==> config.mk <==
export PLATFORM = sky130hd
export DESIGN_NAME = mmr_mii_port
export DESIGN_NICKNAME = d
export VERILOG_FILES = /design/src/verilog/mmr_pkg.sv /design/src/verilog/mmr_mii_port.sv
export SDC_FILE = /design/constraint.sdc
export NUM_CORES = 1
export LEC_CHECK = 0
export BUFFER_PORTS_ARGS = -buffer_cell sky130_fd_sc_hd__buf_2
export CAP_MARGIN = 10
export CORE_MARGIN = 4
export CORE_UTILIZATION = 25
export CTS_BUF_LIST = sky130_fd_sc_hd__clkbuf_8
export DETAILED_ROUTE_END_ITERATION = 10
export HOLD_SLACK_MARGIN = 0.12
export SYNTH_ARGS = -nofsm -noshare
export SYNTH_HDL_FRONTEND = slang
export SYNTH_SLANG_ARGS = --single-unit
export TNS_END_PERCENT = 30
==> constraint.sdc <==
create_clock -name clk -period 2.6 [get_ports clk]
set_clock_uncertainty 0.05 [all_clocks]
set_input_delay 0 -clock clk [delete_from_list [all_inputs] [get_ports clk]]
set_output_delay 0 -clock clk [all_outputs]
set_load 0.01 [all_outputs]
==> src/verilog/mmr_pkg.sv <==
// shared constants and carriers for the mii port with boot rom pin sharing
// assumes a 20 MHz system clock and an external phy on the mii pins
package mmr_pkg;
  // system clock and management clock limits
  localparam int unsigned CLK_HZ = 20_000_000;
  localparam int unsigned MDC_MAX_HZ = 2_500_000;
  // half period of mdc in system clocks, rounded up so mdc never exceeds its limit
  localparam int unsigned MDC_HALF_CYCLES = (CLK_HZ + 2 * MDC_MAX_HZ - 1) / (2 * MDC_MAX_HZ);
  localparam logic [2:0] MDC_DIV_LAST = 3'(MDC_HALF_CYCLES - 1);
  // management frame layout, msb first
  localparam logic [5:0] MG_LAST_BIT = 6'h3F;
  localparam logic [5:0] MG_READ_RELEASE = 6'h2E;
  localparam logic [5:0] MG_READ_DATA_FIRST = 6'h30;
  localparam logic [31:0] MG_PREAMBLE = 32'hFFFFFFFF;
  localparam logic [1:0] MG_START = 2'h1;
  localparam logic [1:0] MG_OP_WRITE = 2'h1;
  localparam logic [1:0] MG_OP_READ = 2'h2;
  localparam logic [1:0] MG_TA_WRITE = 2'h2;
  localparam logic [1:0] MG_TA_READ = 2'h3;
  // boot rom address bits carried on shared pins
  localparam int unsigned ROM_RXD_LSB = 6;
  localparam int unsigned ROM_RXER_BIT = 10;
  localparam int unsigned ROM_RXDV_BIT = 11;
  localparam int unsigned ROM_TXD_LSB = 12;
  // pin synchroniser depth
  localparam int unsigned SYNC_DEPTH = 3;

  typedef struct packed {
    logic dv;
    logic er;
    logic [3:0] nibble;
  } mmr_rx_s;

  typedef struct packed {
    logic valid;
    logic [3:0] nibble;
  } mmr_tx_s;

  typedef struct packed {
    logic write;
    logic [4:0] phyAddr;
    logic [4:0] regAddr;
    logic [15:0] data;
  } mmr_mgmt_s;

  typedef enum logic {MG_IDLE, MG_SHIFT} mmr_mgmt_e;
endpackage : mmr_pkg

==> src/verilog/mmr_mii_port.sv <==
// mac side mii port: rx/tx nibble paths, mdc/mdio engine, boot rom pin sharing
// assumes mii link clocks slow enough to be sampled by clk (bench uses 2.5 MHz)
// How it works
// - mdc is made from clk by a divider and never runs faster than 2.5 MHz.
// - mdio is shared, the port drives it in turn with the phy during read turnaround.
// - receive nibbles are taken synchronous to rxclk with rxd[3] as msb.
// - during a boot rom access the shared rx and tx pins carry rom address bits 15 to 6.
// - the phy receive output enable is held low for the whole boot rom access.
// - transmit nibbles change only on txclk rising edges with txd[3] as msb.
// - txen is updated on txclk and is high exactly while txd holds frame data.
// - mii outputs stay released unless the external phy is selected or a boot rom access is running.
// - line speed follows the forced setting or else the auto-negotiation result.
`timescale 1ns/10ps
`default_nettype none
module mmr_mii_port
  import mmr_pkg::*;
(
  // system
  input wire logic clk,
  input wire logic rstn,
  // configuration
  input wire logic externalPhySelect,
  input wire logic forceSpeed,
  input wire logic forcedSpeed100,
  input wire logic autoNegDone,
  input wire logic autoNegSpeed100,
  output logic lineSpeed100,
  // boot rom sharing
  input wire logic romAccess,
  input wire logic [15:6] bootRomAddress,
  // mii pins
  input wire logic colPin,
  input wire logic crsPin,
  input wire logic rxClkPin,
  input wire logic txClkPin,
  input wire mmr_rx_s rxPinIn,
  output mmr_rx_s rxPinOut,
  output logic rxPinOe,
  output logic phyReceiveOutputEnable,
  output logic phyReceiveOutputEnableOe,
  output logic [3:0] txdPin,
  output logic txEnPin,
  output logic txPinOe,
  output logic mdcPin,
  output logic mdcPinOe,
  input wire logic mdioIn,
  output logic mdioOut,
  output logic mdioOe,
  // user receive side
  output mmr_rx_s rxData,
  output logic rxStrobe,
  output logic collision,
  output logic carrierSense,
  // user transmit side
  input wire mmr_tx_s txData,
  output logic txTaken,
  // user management side
  input wire logic mgmtStart,
  input wire mmr_mgmt_s mgmtReq,
  output logic mgmtBusy,
  output logic mgmtDone,
  output logic [15:0] mgmtReadData
);
  function automatic logic rose(input logic newer, input logic older);
    rose = newer && !older;
  endfunction : rose

  // three flop synchronisers; stage 0 feeds stage 1 only
  logic [SYNC_DEPTH-1:0] rxClkS, txClkS, colS, crsS, mdioS;
  mmr_rx_s rxS0, rxS1, rxS2;
  always_ff @(posedge clk or negedge rstn) begin
    if (!rstn) begin
      rxClkS <= '0;
      txClkS <= '0;
      colS <= '0;
      crsS <= '0;
      mdioS <= '0;
      rxS0 <= '0;
      rxS1 <= '0;
      rxS2 <= '0;
    end else begin
      rxClkS <= {rxClkS[SYNC_DEPTH-2:0], rxClkPin};
      txClkS <= {txClkS[SYNC_DEPTH-2:0], txClkPin};
      colS <= {colS[SYNC_DEPTH-2:0], colPin};
      crsS <= {crsS[SYNC_DEPTH-2:0], crsPin};
      mdioS <= {mdioS[SYNC_DEPTH-2:0], mdioIn};
      rxS0 <= rxPinIn;
      rxS1 <= rxS0;
      rxS2 <= rxS1;
    end
  end

  logic rxRise, txRise;
  assign rxRise = rose(rxClkS[1], rxClkS[2]);
  assign txRise = rose(txClkS[1], txClkS[2]);
  // col and crs are levels, taken once stages 1 and 2 agree
  logic collision_reg, crsSense_reg;
  assign collision = (colS[1] == colS[2]) ? colS[2] : collision_reg;
  assign carrierSense = (crsS[1] == crsS[2]) ? crsS[2] : crsSense_reg;

  // receive capture and transmit launch
  mmr_rx_s rxData_reg, rxData_next;
  logic rxStrobe_reg, rxStrobe_next;
  logic [3:0] txd_reg, txd_next;
  logic txEn_reg, txEn_next;
  logic lineSpeed100_reg, lineSpeed100_next;
  always_comb begin
    rxData_next = rxData_reg;
    rxStrobe_next = 1'b0;
    txd_next = txd_reg;
    txEn_next = txEn_reg;
    lineSpeed100_next = lineSpeed100_reg;
    if (rxRise && !romAccess) begin
      rxData_next = rxS2;
      rxStrobe_next = 1'b1;
    end
    if (txRise) begin
      txEn_next = txData.valid && !romAccess;
      txd_next = txEn_next ? txData.nibble : '0;
    end
    if (forceSpeed) begin
      lineSpeed100_next = forcedSpeed100;
    end else if (autoNegDone) begin
      lineSpeed100_next = autoNegSpeed100;
    end
  end
  always_ff @(posedge clk or negedge rstn) begin
    if (!rstn) begin
      rxData_reg <= '0;
      rxStrobe_reg <= 1'b0;
      txd_reg <= '0;
      txEn_reg <= 1'b0;
      lineSpeed100_reg <= 1'b0;
      collision_reg <= 1'b0;
      crsSense_reg <= 1'b0;
    end else begin
      rxData_reg <= rxData_next;
      rxStrobe_reg <= rxStrobe_next;
      txd_reg <= txd_next;
      txEn_reg <= txEn_next;
      lineSpeed100_reg <= lineSpeed100_next;
      collision_reg <= collision;
      crsSense_reg <= carrierSense;
    end
  end
  assign rxData = rxData_reg;
  assign rxStrobe = rxStrobe_reg;
  assign txTaken = txRise && txData.valid && !romAccess;
  assign lineSpeed100 = lineSpeed100_reg;

  // management engine: mdc divider and frame shifter
  mmr_mgmt_e mgState_reg, mgState_next;
  logic [2:0] div_reg, div_next;
  logic mdc_reg, mdc_next;
  logic [5:0] bit_reg, bit_next;
  logic [63:0] frame_reg, frame_next;
  logic isWrite_reg, isWrite_next;
  logic [15:0] rdata_reg, rdata_next;
  logic done_reg, done_next;
  logic mdcTick;
  assign mdcTick = (div_reg == MDC_DIV_LAST);
  always_comb begin
    mgState_next = mgState_reg;
    div_next = div_reg;
    mdc_next = mdc_reg;
    bit_next = bit_reg;
    frame_next = frame_reg;
    isWrite_next = isWrite_reg;
    rdata_next = rdata_reg;
    done_next = 1'b0;
    unique case (mgState_reg)
      MG_IDLE: begin
        div_next = '0;
        mdc_next = 1'b0;
        if (mgmtStart) begin
          mgState_next = MG_SHIFT;
          bit_next = '0;
          isWrite_next = mgmtReq.write;
          frame_next = {MG_PREAMBLE, MG_START, mgmtReq.write ? MG_OP_WRITE : MG_OP_READ,
                        mgmtReq.phyAddr, mgmtReq.regAddr,
                        mgmtReq.write ? MG_TA_WRITE : MG_TA_READ, mgmtReq.data};
        end
      end
      MG_SHIFT: begin
        div_next = mdcTick ? '0 : div_reg + 3'h1;
        if (mdcTick) begin
          mdc_next = !mdc_reg;
          if (!mdc_reg && !isWrite_reg && bit_reg >= MG_READ_DATA_FIRST) begin
            rdata_next = {rdata_reg[14:0], mdioS[2]};
          end
          if (mdc_reg) begin
            if (bit_reg == MG_LAST_BIT) begin
              mgState_next = MG_IDLE;
              done_next = 1'b1;
            end else begin
              bit_next = bit_reg + 6'h1;
              frame_next = {frame_reg[62:0], 1'b0};
            end
          end
        end
      end
    endcase
  end
  always_ff @(posedge clk or negedge rstn) begin
    if (!rstn) begin
      mgState_reg <= MG_IDLE;
      div_reg <= '0;
      mdc_reg <= 1'b0;
      bit_reg <= '0;
      frame_reg <= '0;
      isWrite_reg <= 1'b0;
      rdata_reg <= '0;
      done_reg <= 1'b0;
    end else begin
      mgState_reg <= mgState_next;
      div_reg <= div_next;
      mdc_reg <= mdc_next;
      bit_reg <= bit_next;
      frame_reg <= frame_next;
      isWrite_reg <= isWrite_next;
      rdata_reg <= rdata_next;
      done_reg <= done_next;
    end
  end
  assign mgmtBusy = (mgState_reg == MG_SHIFT);
  assign mgmtDone = done_reg;
  assign mgmtReadData = rdata_reg;
  // pin drivers: rom address takes over shared pins, otherwise mii needs external phy
  logic miiOn;
  assign miiOn = externalPhySelect && !romAccess;
  assign rxPinOut = romAccess ? {bootRomAddress[ROM_RXDV_BIT], bootRomAddress[ROM_RXER_BIT],
                                 bootRomAddress[ROM_RXD_LSB+3:ROM_RXD_LSB]} : '0;
  assign rxPinOe = romAccess;
  assign phyReceiveOutputEnable = !romAccess;
  assign phyReceiveOutputEnableOe = externalPhySelect || romAccess;
  assign txdPin = romAccess ? bootRomAddress[ROM_TXD_LSB+3:ROM_TXD_LSB] : txd_reg;
  assign txEnPin = txEn_reg && !romAccess;
  assign txPinOe = externalPhySelect || romAccess;
  assign mdcPin = mdc_reg;
  assign mdcPinOe = miiOn;
  assign mdioOut = frame_reg[63];
  assign mdioOe = miiOn && mgmtBusy && (isWrite_reg || bit_reg < MG_READ_RELEASE);
endmodule : mmr_mii_port
`default_nettype wire

==> metrics.yaml <==
global_route:
  grt.overflow.total: 0
  grt_max_degree: 128
  antenna_found_initial: 0
  grt_pass1_wl_um: 18400
  grt_util_all_layers: 0.0934
  grt_pass1_vias: 3831
yosys:
  avgSynthCellArea_um2: 12.0
  yosys.area_share.adder: 0.00812
  synth_nets: 528
  synth.distinct_cells: 36
  synth_mux_area_frac: 0.110
  syn-cell-area_um2: 5550
  yosysWarnings: 0
  ys_ff_latch: 141
  synth-simple-area-share: 0.133
  synth_top_family_by_area: "simple AND/OR/NAND/NOR gates"
  synthCells: 464
  synthXorXnorAreaFrac: 0.00158
  synth-compound-area-share: 0.0842
  synth-seq-area-share: 0.636
timing:
  fin_setup_tns_ns: 0
  fin_crit_sh: 0.826
  hold_viol_final: 0
  final.min_clock_period_ns: 2.15
  rsz0062_at_grt: "no"
  layout_setup_ws_ns: 0.451
  setup_viol: 0
  clock.fmax_mhz: 465
  relSlewSlack: 0.449
  slew_viol_final: 0
  hold_slack_ns: 0.159
  worstMarginPinSlew_ns: 0.827
cells_and_area:
  final_common_cell: "dfrtp_1"
  layoutNonFillerInstCount: 918
  drive_above_1_share: 0.284
  fin_util: 0.339
  mostFrequentLayoutCells: "dfrtp_1 (140), buf_2 (108), nand2_1 (76)"
  largest_reg_flops: 64
  nNetsFinal: 689
  syn2layout_area_growth_pct: 33.3
  diodes: 0
critical_path:
  reg2reg_slack_ns: 0.46
  path_cells: "buf_4, o311a_1, buf_2"
  cp.arrival_ns: 2.10
  cp_max_fo: 67
  r2r_cells: 4
  critPathSlowestCell: "buf_4"
  slowest_delay_ns: 0.66
  r2r_start: "div_reg[0]"
  path_class: "reg -> out"
  start_kind: "flip-flop"
  cp-startpoint: "mgmtBusy"
  rr_endpoint: "mgmtReadData[5]"
  crit_end: "mdioOe"
  required_ns: 2.55
  worstSetupEndpointType: "output port"
clock_network:
  root_buffer: "clkbuf_8"
  clkTransAtPathRegs_ns: 0.08
  cts_buffers: 17
  cts_tree: "done"
  htreeDepth: 4
  post_cts_buffers: 0
  cts_resized: 0
  insertion_delay_ns: 0.44
  cts_sinks: 141
  cts_max_path_buffers: 2
pwr:
  ir_worst_vdd_uv: 364
  p_per_area_nw_per_um2: 793
  leakage_uw: 0.00365
floorplan:
  core-area_um2: 21800
  dieArea_um2: 24600
  core.rowCount: 54
  io_pins: 110
  initial_core_util: 0.254
  die_h_um: 157
  dieWidth_um: 157
min_path:
  hold_depth: 2
  hp-class: "in -> reg"
routing:
  dr.pass1.iters: 4
  post_drt_via_cell_ratio: 4.10
  num_vias: 3765
  drt-total-wl_um: 10900
  drc: 0
  drtIter0Drc: 240
  wl_per_cell_um: 11.9
  ant_nets: 0
placed_design:
  dpl_worst_slack_ns: 0.470
  portBuffers: 109
  post-dp-hpwl_um: 6620
  gp_congestion: 0.751
  place_inst: 829
flow_run:
  maxCapViolCount: 0
status:
  status: "completed"
-- per-layer routing --
layer	GRT usage	wire [µm]	share of wire	vias up
met5	0	0	0	-
met4	0.0360	124	0.011	0
met3	0.0300	774	0.071	8
met2	0.147	4860	0.45	102
met1	0.121	5140	0.47	1775
li1	-	-	-	1880
-- critical path, delay by kind of cell, from the launching register on --
kind            cells  cell delay, ns
flops               1            0.50
compound gates      1            0.33
buf+inv             2            0.81
-- kinds of logic (layout without fill, tap and decap cells) --
kind of cell | after synthesis | count (layout)
XOR/XNOR | 1 | 1
AND/OR/NAND/NOR | 148 | 148
buffers and inverters | 31 | 205
flip-flops | 141 | 141
AO/OA/AOI/OAI | 85 | 85
multiplexers | 54 | 54
adder cells (fa/ha/maj) | 4 | 4
-- Yosys cell counts, drive strengths merged --
cell | n | area share
and2 | 7 | 0.0079
o22ai | 1 | 0.0023
a21oi | 4 | 0.0036
a21o | 1 | 0.0014
nand2b | 6 | 0.0081
or2 | 3 | 0.0034
and4b | 1 | 0.0018
o211ai | 1 | 0.0014
or4 | 1 | 0.0014
nand3 | 4 | 0.0045
ha | 2 | 0.0045
nor2 | 6 | 0.0041
nor3 | 1 | 0.00090
o21ai | 70 | 0.063
clkbuf | 17 | 0.012
dfrtp | 141 | 0.64
a31oi | 1 | 0.0011
o311a | 1 | 0.0018
mux2 | 27 | 0.062
nand4 | 1 | 0.0011
mux2i | 27 | 0.049
nand2 | 76 | 0.051
a22o | 6 | 0.0095
nor2b | 38 | 0.043
buf | 12 | 0.013
maj3 | 2 | 0.0036
nor3b | 2 | 0.0036
inv | 2 | 0.0014
xnor2 | 1 | 0.0016
and3 | 2 | 0.0023
-- stage by stage --
stage / power (µW) / instance area (µm²)
final: 5860 / 7390
after global routing: 6290 / 7390
after CTS: 5980 / 7390
after detailed placement: 3970 / 6390
after global placement: 3940 / 6390
after floorplan: 3600 / 5550
-- power by group --
part / internal (µW) / switching, µW
clock: 996 / 898
combinational: 517 / 628
sequential: 2590 / 228
total: 4110 / 1750
-- layout make-up --
cell class / count / area, µm²
clock buffer: 18 / 248
fill: 2192 / 14400
tap: 280 / 350
sequential: 141 / 3530
timing repair buffer: 171 / 1200
multi-input combinational: 292 / 1880
clock inverter: 14 / 181
inverter: 2 / 7.51
-- repair_timing --
action                     in CTS  in global routing
setup endpoints to repair       0                  0
hold buffers                   57                  0
hold endpoints to repair      190                  0
-- worst min path at each step --
stage / startpoint / to
after global routing: rxClkPin / rxClkS[0]
final: colPin / colS[0]
after floorplan: rstn / bit_reg[0]
after CTS: colPin / colS[0]
after detailed placement: rstn / mgmtReadData[10]
after global placement: rstn / mgmtReadData[10]
Note: power is estimated with default switching activity, not from simulation.
